$ cat src/rtl/vpie_pkg.sv
`default_nettype none

package vpie_pkg;

  // ==========================================================
  // Register offsets
  localparam logic [7:0] OFF_CH3_CTRL = 8'h00;
  localparam logic [7:0] OFF_CHAN0_CONTROL_REGISTER = 8'h04;
  localparam logic [7:0] OFF_IRQ_ENABLE = 8'h08;
  localparam logic [7:0] OFF_IRQ_ARM = 8'h0C;
  localparam logic [7:0] OFF_IRQ_DISARM = 8'h10;
  localparam logic [7:0] OFF_IRQ_STATUS = 8'h14;
  localparam logic [7:0] OFF_IRQ_MASK = 8'h18;

  // ==========================================================
  // Field positions and widths
  localparam int CH3_RUN_POS = 0;
  localparam int CH3_GATE_POS = 1;
  localparam int IRQ_BITS = 5;
  localparam int FRAME_CHANNELS = 4;
  localparam int ERR_POS = 4;
  localparam int LINE_CH_POS = 1;
  localparam int FMT_LSB = 0;
  localparam int FMT_W = 2;

  // ==========================================================
  // Encodings and reset values
  localparam logic [1:0] FMT_RAW_LINE = 2'h3;
  localparam logic [1:0] FMT_RAW_FRAME = 2'h0;
  localparam logic [31:0] RESET_WORD = 32'h0000_0000;
  localparam logic [4:0] RESET_IRQ = 5'h00;

endpackage

`default_nettype wire

$ cat src/rtl/vpie_edge_pulse.sv
`timescale 1ns/10ps
`default_nettype none

// ==========================================================
// Rising edge to one-cycle pulse
module vpie_edge_pulse #(
  parameter int WIDTH = 5
) (
  input wire logic mclk,
  input wire logic resetn,
  input wire logic [WIDTH-1:0] level_in,
  output logic [WIDTH-1:0] pulse_out
);

  logic [WIDTH-1:0] level_reg;

  always_ff @(posedge mclk or negedge resetn)
  begin
    if (!resetn)
    begin
      level_reg <= '0;
    end
    else
    begin
      level_reg <= level_in;
    end
  end

  assign pulse_out = level_in & ~level_reg;

endmodule
`default_nettype wire

$ cat src/rtl/vpie_arm_bits.sv
`timescale 1ns/10ps
`default_nettype none

// ==========================================================
// Arm bits: write-one set gated by enable, write-one clear not gated
module vpie_arm_bits #(
  parameter int WIDTH = 5
) (
  input wire logic mclk,
  input wire logic resetn,
  input wire logic set_wr,
  input wire logic clr_wr,
  input wire logic [WIDTH-1:0] wdata,
  input wire logic [WIDTH-1:0] enable,
  output logic [WIDTH-1:0] arm_reg
);

  logic [WIDTH-1:0] set_mask;
  logic [WIDTH-1:0] clr_mask;
  logic [WIDTH-1:0] arm_next;

  always_comb
  begin
    set_mask = set_wr ? (wdata & enable) : '0;
    clr_mask = clr_wr ? wdata : '0;
    arm_next = (arm_reg | set_mask) & ~clr_mask;
  end

  always_ff @(posedge mclk or negedge resetn)
  begin
    if (!resetn)
    begin
      arm_reg <= '0;
    end
    else
    begin
      arm_reg <= arm_next;
    end
  end

endmodule
`default_nettype wire

$ cat src/rtl/vpie_top.sv
// Local design decisions: the register offsets and the APB slave port.
`timescale 1ns/10ps
`default_nettype none

module vpie_top (
  input wire logic mclk,
  input wire logic resetn,
  input wire logic psel,
  input wire logic penable,
  input wire logic pwrite,
  input wire logic [7:0] paddr,
  input wire logic [31:0] pwdata,
  output logic [31:0] prdata,
  output logic pready,
  output logic pslverr,
  input wire logic [3:0] frame_sync,
  input wire logic line_sync,
  input wire logic stream_error,
  output logic [3:0] frame_irq,
  output logic video_error_irq,
  output logic irq,
  output logic chan3_active,
  output logic chan3_video_clock_enable,
  output logic chan3_data_out_enable_n,
  output logic chan3_clock_out_enable_n
);

  // ==========================================================
  // Bus decode
  logic setup_ph;
  logic wr_acc;
  logic wr_ch3;
  logic wr_ch0;
  logic wr_en;
  logic wr_arm;
  logic wr_disarm;
  logic wr_status;
  logic wr_mask;
  logic mapped;
  logic [31:0] rd_mux;

  function automatic logic hit(input logic [7:0] a, input logic [7:0] off);
    hit = (a == off);
  endfunction

  assign setup_ph = psel & ~penable;
  assign wr_acc = psel & penable & pwrite;
  assign wr_ch3 = wr_acc & hit(paddr, vpie_pkg::OFF_CH3_CTRL);
  assign wr_ch0 = wr_acc & hit(paddr, vpie_pkg::OFF_CHAN0_CONTROL_REGISTER);
  assign wr_en = wr_acc & hit(paddr, vpie_pkg::OFF_IRQ_ENABLE);
  assign wr_arm = wr_acc & hit(paddr, vpie_pkg::OFF_IRQ_ARM);
  assign wr_disarm = wr_acc & hit(paddr, vpie_pkg::OFF_IRQ_DISARM);
  assign wr_status = wr_acc & hit(paddr, vpie_pkg::OFF_IRQ_STATUS);
  assign wr_mask = wr_acc & hit(paddr, vpie_pkg::OFF_IRQ_MASK);
  assign pready = 1'b1;

  // ==========================================================
  // Channel 3 control
  logic chan3_run_bit_reg;
  logic chan3_clock_gate_reg;

  always_ff @(posedge mclk or negedge resetn)
  begin
    if (!resetn)
    begin
      chan3_run_bit_reg <= 1'b0;
      chan3_clock_gate_reg <= 1'b0;
    end
    else if (wr_ch3)
    begin
      chan3_run_bit_reg <= pwdata[vpie_pkg::CH3_RUN_POS];
      chan3_clock_gate_reg <= pwdata[vpie_pkg::CH3_GATE_POS];
    end
  end

  assign chan3_active = chan3_run_bit_reg;
  assign chan3_video_clock_enable = chan3_clock_gate_reg;
  assign chan3_data_out_enable_n = ~chan3_clock_gate_reg;
  assign chan3_clock_out_enable_n = ~chan3_clock_gate_reg;

  // ==========================================================
  // Channel 0 format
  logic [vpie_pkg::FMT_W-1:0] chan0_capture_format_reg;
  logic line_mode;

  always_ff @(posedge mclk or negedge resetn)
  begin
    if (!resetn)
    begin
      chan0_capture_format_reg <= vpie_pkg::FMT_RAW_FRAME;
    end
    else if (wr_ch0)
    begin
      chan0_capture_format_reg <=
        pwdata[vpie_pkg::FMT_LSB +: vpie_pkg::FMT_W];
    end
  end

  assign line_mode = (chan0_capture_format_reg == vpie_pkg::FMT_RAW_LINE);

  // ==========================================================
  // Interrupt enable and arm
  logic [vpie_pkg::IRQ_BITS-1:0] irq_enable_reg;
  logic [vpie_pkg::IRQ_BITS-1:0] irq_arm_reg;

  always_ff @(posedge mclk or negedge resetn)
  begin
    if (!resetn)
    begin
      irq_enable_reg <= vpie_pkg::RESET_IRQ;
    end
    else if (wr_en)
    begin
      irq_enable_reg <= pwdata[vpie_pkg::IRQ_BITS-1:0];
    end
  end

  vpie_arm_bits #(
    .WIDTH(vpie_pkg::IRQ_BITS)
  ) i_vpie_arm_bits (
    .mclk(mclk),
    .resetn(resetn),
    .set_wr(wr_arm),
    .clr_wr(wr_disarm),
    .wdata(pwdata[vpie_pkg::IRQ_BITS-1:0]),
    .enable(irq_enable_reg),
    .arm_reg(irq_arm_reg)
  );

  // ==========================================================
  // Events
  logic [4:0] sync_pulse;
  logic [vpie_pkg::IRQ_BITS-1:0] event_vec;
  logic [vpie_pkg::IRQ_BITS-1:0] gated;

  vpie_edge_pulse #(
    .WIDTH(5)
  ) i_vpie_edge_pulse (
    .mclk(mclk),
    .resetn(resetn),
    .level_in({line_sync, frame_sync}),
    .pulse_out(sync_pulse)
  );

  always_comb
  begin
    event_vec = {stream_error, sync_pulse[3:0]};
    if (line_mode)
    begin
      event_vec[vpie_pkg::LINE_CH_POS] = sync_pulse[4];
    end
  end

  assign gated = irq_enable_reg & irq_arm_reg & event_vec;

  // ==========================================================
  // Irq lines
  logic [vpie_pkg::IRQ_BITS-1:0] irq_line_reg;

  always_ff @(posedge mclk or negedge resetn)
  begin
    if (!resetn)
    begin
      irq_line_reg <= vpie_pkg::RESET_IRQ;
    end
    else
    begin
      irq_line_reg <= gated;
    end
  end

  assign frame_irq = irq_line_reg[vpie_pkg::FRAME_CHANNELS-1:0];
  assign video_error_irq = irq_line_reg[vpie_pkg::ERR_POS];

  // ==========================================================
  // Sticky status and mask
  logic [vpie_pkg::IRQ_BITS-1:0] irq_status_reg;
  logic [vpie_pkg::IRQ_BITS-1:0] irq_mask_reg;
  logic [vpie_pkg::IRQ_BITS-1:0] status_clr;
  logic irq_reg;

  assign status_clr = wr_status ? pwdata[vpie_pkg::IRQ_BITS-1:0] : '0;

  always_ff @(posedge mclk or negedge resetn)
  begin
    if (!resetn)
    begin
      irq_status_reg <= vpie_pkg::RESET_IRQ;
    end
    else
    begin
      irq_status_reg <= (irq_status_reg & ~status_clr) | gated;
    end
  end

  always_ff @(posedge mclk or negedge resetn)
  begin
    if (!resetn)
    begin
      irq_mask_reg <= vpie_pkg::RESET_IRQ;
    end
    else if (wr_mask)
    begin
      irq_mask_reg <= pwdata[vpie_pkg::IRQ_BITS-1:0];
    end
  end

  always_ff @(posedge mclk or negedge resetn)
  begin
    if (!resetn)
    begin
      irq_reg <= 1'b0;
    end
    else
    begin
      irq_reg <= |(((irq_status_reg & ~status_clr) | gated) & irq_mask_reg);
    end
  end

  assign irq = irq_reg;

  // ==========================================================
  // Read data
  always_comb
  begin
    rd_mux = vpie_pkg::RESET_WORD;
    mapped = 1'b1;
    case (paddr)
      vpie_pkg::OFF_CH3_CTRL:
      begin
        rd_mux[vpie_pkg::CH3_RUN_POS] = chan3_run_bit_reg;
        rd_mux[vpie_pkg::CH3_GATE_POS] = chan3_clock_gate_reg;
      end
      vpie_pkg::OFF_CHAN0_CONTROL_REGISTER:
      begin
        rd_mux[vpie_pkg::FMT_LSB +: vpie_pkg::FMT_W] =
          chan0_capture_format_reg;
      end
      vpie_pkg::OFF_IRQ_ENABLE:
      begin
        rd_mux[vpie_pkg::IRQ_BITS-1:0] = irq_enable_reg;
      end
      vpie_pkg::OFF_IRQ_ARM, vpie_pkg::OFF_IRQ_DISARM:
      begin
        rd_mux[vpie_pkg::IRQ_BITS-1:0] = irq_arm_reg;
      end
      vpie_pkg::OFF_IRQ_STATUS:
      begin
        rd_mux[vpie_pkg::IRQ_BITS-1:0] = irq_status_reg;
      end
      vpie_pkg::OFF_IRQ_MASK:
      begin
        rd_mux[vpie_pkg::IRQ_BITS-1:0] = irq_mask_reg;
      end
      default:
      begin
        mapped = 1'b0;
      end
    endcase
  end

  always_ff @(posedge mclk or negedge resetn)
  begin
    if (!resetn)
    begin
      prdata <= vpie_pkg::RESET_WORD;
      pslverr <= 1'b0;
    end
    else if (setup_ph)
    begin
      prdata <= pwrite ? vpie_pkg::RESET_WORD : rd_mux;
      pslverr <= ~mapped;
    end
  end
endmodule
`default_nettype wire

$ cat config.mk
export PLATFORM = sky130hd
export DESIGN_NAME = vpie_top
export DESIGN_NICKNAME = d
export VERILOG_FILES = /design/src/rtl/vpie_pkg.sv /design/src/rtl/vpie_edge_pulse.sv /design/src/rtl/vpie_arm_bits.sv /design/src/rtl/vpie_top.sv
export SDC_FILE = /design/constraint.sdc
export NUM_CORES = 1
export LEC_CHECK = 0
export ABC_CLOCK_PERIOD_IN_PS = 1940
export BUFFER_PORTS_ARGS = -buffer_cell sky130_fd_sc_hd__buf_2
export CAP_MARGIN = 10
export CORE_MARGIN = 2
export CORE_UTILIZATION = 50
export CTS_CLUSTER_DIAMETER = 80
export CTS_CLUSTER_SIZE = 20
export DETAILED_ROUTE_END_ITERATION = 6
export PLACE_DENSITY = 0.93
export SYNTH_ARGS = -nofsm -noshare
export SYNTH_HDL_FRONTEND = slang
export SYNTH_SLANG_ARGS = --single-unit
$ cat constraint.sdc
create_clock -name mclk -period 1.94 [get_ports mclk]
set_clock_uncertainty 0.05 [all_clocks]
set_input_delay 0.194 -clock mclk [delete_from_list [all_inputs] [get_ports mclk]]
set_output_delay 0.194 -clock mclk [all_outputs]
set_load 0.02 [all_outputs]
* Word level (Yosys, flattened, before mapping) *
Index checks and enable logic that the tools add are counted.
Widths: inputs -> output; s select.

cells by class
  equal/unequal tests = 7
  mux-type cells = 8
  bitwise logic cells = 25
  reductions and logical operators = 4

operators by type and width
  cell                number
  $and 5x5->5         7
  $eq 8x5->1 const B  3
  $mux 5              4
  $eq 8x4->1 const B  2
  $not 5->5           3
  $pmux 2 s6          1
  $pmux 3 s4          1
  $and 1x1->1         10
  $or 5x5->5          2
  $eq 8x3->1 const B  1
  $logic_not 8->1     1
  $reduce_or 7->1     1
  $reduce_or 5->1     1
  $not 1->1           3
  $eq 2x2->1 const B  1
  $mux 1              2
  $reduce_or 2->1     1

storage, ports and cells
  register bits after elaboration = 68
  word-level logic and storage cells = 56

* Depth between registers and ports, before layout *
  depth after elaboration = 9
  gate-level depth with buffers = 6
  mapped depth without buffers = 5

* Cells and area by module *
A second synthesis with hierarchy kept.

unflattened totals
  cells, all modules = 185
  area total of the unflattened synthesis = 2115.8 um^2

modules (own cells, without submodules)
  module           instances  cells each  area each (um^2)  seq. area each (um^2)
  vpie_top         1          160         1740.4            775.7
  vpie_edge_pulse  1          10          193.9             125.1
  vpie_arm_bits    1          15          181.4             125.1

* Worst setup path before layout *
No wires, ideal clock.

  kind = in2reg
  start point = input port paddr[5]
  end point = register chan3_clock_gate_reg (netlist: chan3_video_clock_enable)
  arrival = 1.540 ns
  required time = 1.762 ns
  setup slack = 0.223 ns
  stages = 4
  buffers on the path = 0
  path through = nor4_2 > nand2_1 > or4_1 > mux2_1

between the ends
  cells in the longest elaborated chain, start to end = 2

ends and longest elaborated chain
  item                  line            source
  from (decl)           vpie_top.sv:11  input wire logic [7:0] paddr,
  $logic_not 8->1       vpie_top.sv:43  hit = (a == off);
  $and 1x1->1           vpie_top.sv:48  assign wr_ch3 = wr_acc & hit(paddr, vpie_pkg::OFF_CH3_CTRL);
  to (signal assigned)  vpie_top.sv:72  chan3_clock_gate_reg <= pwdata[vpie_pkg::CH3_GATE_POS];
  to (decl)             vpie_top.sv:60  logic chan3_clock_gate_reg;

No other way between the ends.
A chain may end at the register's enable or synchronous reset.

* Worst setup path after layout *
  start point = input port line_sync
  end point = register irq_reg (netlist: irq)

between the ends
  cells in the longest elaborated chain, start to end = 6

ends and longest elaborated chain
  item                  line                   source
  from (decl)           vpie_top.sv:17         input wire logic line_sync,
  $and 5x5->5           vpie_edge_pulse.sv:29  assign pulse_out = level_in & ~level_reg;
  $mux 1                vpie_top.sv:148        if (line_mode)
  $and 5x5->5           vpie_top.sv:154        assign gated = irq_enable_reg & irq_arm_reg & event_vec;
  $or 5x5->5            vpie_top.sv:216        irq_reg <= |(((irq_status_reg & ~status_clr) | gated) & irq_mask_reg);
  $and 5x5->5           vpie_top.sv:216
  $reduce_or 5->1       vpie_top.sv:216
  to (signal assigned)  vpie_top.sv:216
  to (decl)             vpie_top.sv:180        logic irq_reg;

No other way between the ends.

==> flow_metrics.env <==
export IMPL_yosys_area_share_simple_pct=15.5
export IMPL_routed_wirelength_um=4240
export IMPL_ys_top_cells_by_area="dfrtp_1 50%, buf_4 11%, mux2_2 6.6%"
export IMPL_crit_path_start_kind="input port"
export IMPL_antenna_found_initial=0
export IMPL_antenna_left=0
export IMPL_layout_min_cycle_time_ps=1600
export IMPL_synth_top_family_by_area="simple AND/OR/NAND/NOR gates"
export IMPL_p_comb_share_pct=10.5
export IMPL_clock_sinks=41
export IMPL_finalCritPeriodShare_pct=82.4
export IMPL_n_antenna_cell=0
export IMPL_grt_pass1_wl_um=6840
export IMPL_drt_initial_drc_count=127
export IMPL_post_dp_cell_area_um2=2230
export IMPL_avgSynthCellArea_um2=10.8
export IMPL_post_cts_buffers=0
export IMPL_p_per_area_nw_per_um2=667
export IMPL_rows=23
export IMPL_numCtsBuffers=5
export IMPL_io_pin_count=95
export IMPL_cp_end_kind="flop"
export IMPL_tritoncts="yes"
export IMPL_cts_max_level=2
export IMPL_maxCapViolCount=0
export IMPL_hold_class="input port to flop"
export IMPL_netlist_area_um2=2060
export IMPL_fin_setup_tns_ps=0
export IMPL_hold_buffers=6
export IMPL_max_stage_delay_ps=540
export IMPL_setup_viol=0
export IMPL_area_growth_pct=15.8
export IMPL_port_buffers=39
export IMPL_hold_viol_final=0
export IMPL_critical_path_buf_inv_count=2
export IMPL_dieArea_um2=4640
export IMPL_drcViolationCount=0
export IMPL_grt_max_degree=42
export IMPL_worstMarginPinSlew_ps=527
export IMPL_fin_area_um2=2380
export IMPL_cp_required_ps=2050
export IMPL_internal_power_mw=1.20
export IMPL_setup_ws_ps=341
export IMPL_cp_slowest_cell="dlygate4sd3_1"
export IMPL_ir_worst_vdd_uv=341
export IMPL_cts_root_buf="clkbuf_8"
export IMPL_synthCells=191
export IMPL_synth_compound_area_share_pct=14.2
export IMPL_fmax_mhz=625
export IMPL_clock_path_buffers=2
export IMPL_vias=1585
export IMPL_grt_pass1_vias=1494
export IMPL_wl_per_cell_um=14.5
export IMPL_gp_congestion=0.995
export IMPL_synth_xor_area_share_pct=0
export IMPL_clk_pin_slew_worst_paths_ps=70
export IMPL_slew_headroom_pct=64.8
export IMPL_path_max_fanout=2
export IMPL_hpwl_um=3190
export IMPL_ys_warn_count=0
export IMPL_ys_types=37
export IMPL_vias_per_cell=5.41
export IMPL_utilization_pct=60.0
export IMPL_yosys_area_top_type_share_pct=49.9
export IMPL_ys_ff_latch=41
export IMPL_path_cells="dlygate4sd3_1 > buf_2 > and4b_1 > a31oi_1 > o2bb2ai_1 > a22oi_1 > nand4_1"
export IMPL_yosysTopAreaCell="dfrtp_1"
export IMPL_core_um2=3970
export IMPL_synthMuxAreaShare_pct=8.15
export IMPL_drive_gt1_share_pct=29.6
export IMPL_clkLatencyLatePin_ps=290
export IMPL_crit_type="input port to flop"
export IMPL_seq_area_frac_synth_pct=49.9
export IMPL_grtUsageTotal_pct=20.5
export IMPL_crit_arrival_ps=1710
export IMPL_power_switching_uw=392
export IMPL_clockPowerShare_pct=34.5
export IMPL_post_place_ws_ps=68.5
export IMPL_nFillCells=349
export IMPL_swShare_pct=24.7
export IMPL_rsz0062_at_grt="no"
export IMPL_drv_slew=0
export IMPL_power_total_mw=1.59
export IMPL_status="completed"
export IMPL_cts_resized=0
export IMPL_synthAdderAreaFrac_pct=0
export IMPL_drt_pass1_iterations=4
export IMPL_initial_core_util_pct=51.8
export IMPL_die_h_um=68.1
export IMPL_crit_family="buffers and inverters"
export IMPL_leakage_nw=1.21
export IMPL_globalRoute_totalOverflow=0
export IMPL_layout_nets=294
export IMPL_seqPwrFrac_pct=55.0
export IMPL_fp_dieW_um=68.1
cell families after synthesis:
group	Yosys count
multiplexers	15
flip-flops	41
AO/OA/AOI/OAI	42
buffers and inverters	36
other	2
AND/OR/NAND/NOR	55
stage by stage:
stage / hold WS (ps) / instances
floorplan: -152 / 217
global placement: 228 / 280
detailed placement: 236 / 280
CTS: 63.9 / 293
global route: 77.3 / 293
finish: 72.3 / 293
metal layers:
| metal | up-vias | wire length (um) | GRT usage, % | part of all wire, % |
|---|---|---|---|---|
| met2 | 78 | 2110 | 32.9 | 50 |
| met5 | - | 0 | 0 | 0 |
| met3 | 5 | 372 | 6.74 | 8.8 |
| li1 | 743 | - | - | - |
| met1 | 759 | 1700 | 25.2 | 40 |
| met4 | 0 | 59 | 8.75 | 1.4 |
final timing paths:
path | from | end | slack [ps] | cells past startpoint
max in group asynchronous | resetn | irq_line_reg[3] | 1040 | 3
max | line_sync | irq | 340 | 7
min reg2reg | prdata[1] | prdata[1] | 450 | 2
min | pwrite | prdata[1] | 70 | 2
max reg2reg | chan0_capture_format_reg[0] | irq | 470 | 5
min in group asynchronous | resetn | irq_status_reg[0] | 450 | 3
cell usage after synthesis:
| master | number |
|---|---|
| a21o_1 | 2 |
| inv_1 | 2 |
| buf_2 | 1 |
| a221o_1 | 3 |
| nor4b_2 | 1 |
| a2bb2oi_1 | 1 |
| mux2_2 | 12 |
| a31oi_1 | 6 |
| and4b_1 | 5 |
| o211ai_1 | 1 |
| clkbuf_1 | 4 |
| nor3_1 | 2 |
| or4_4 | 1 |
| dfrtp_1 | 41 |
| buf_4 | 29 |
| conb_1 | 2 |
| nor4b_1 | 1 |
| nor4_2 | 1 |
| nand4_1 | 5 |
| nand2_1 | 15 |
| o31ai_2 | 1 |
| nor2_1 | 11 |
| o2bb2ai_1 | 1 |
| nor2b_1 | 2 |
| nand3_1 | 2 |
| a21boi_0 | 2 |
| a22o_1 | 3 |
| a22oi_1 | 7 |
| or4_1 | 2 |
| mux2i_1 | 1 |
| a221oi_1 | 1 |
| mux2_1 | 2 |
| a21oi_1 | 10 |
| or2_2 | 3 |
| and3_1 | 3 |
| nand2b_1 | 1 |
| o21ai_0 | 4 |
power groups by stage:
stage	Clock, mW	Sequential, mW	Combinational, mW
global placement	0	0.889	0.153
floorplan	0	0.892	0.127
CTS	0.566	0.873	0.166
global route	0.600	0.874	0.186
detailed placement	0	0.890	0.157
finish	0.547	0.873	0.167
layout by cell type, fill, tap and decap left out, drive strengths merged, types with 3 or more instances in the layout:
cell,n
nand4,5
dlygate4sd3,6
clkbuf,7
or2,3
a31oi,6
a221o,3
buf,47
mux2,14
o21ai,4
dfrtp,41
or4,3
nand2,15
a22oi,7
conb,28
and3,3
and4b,5
a22o,3
a21oi,10
nor2,11
final cells by class:
cell class	count	area (um^2)	share of cell area [%]
clock buffer	7	86.3	3.63
inverter	2	7.51	0.315
multi-input combinational	140	883	37.1
sequential	41	1030	43.1
tap	50	62.6	2.63
timing repair buffer	53	315	13.2
Power figures use the tool's default switching activity.
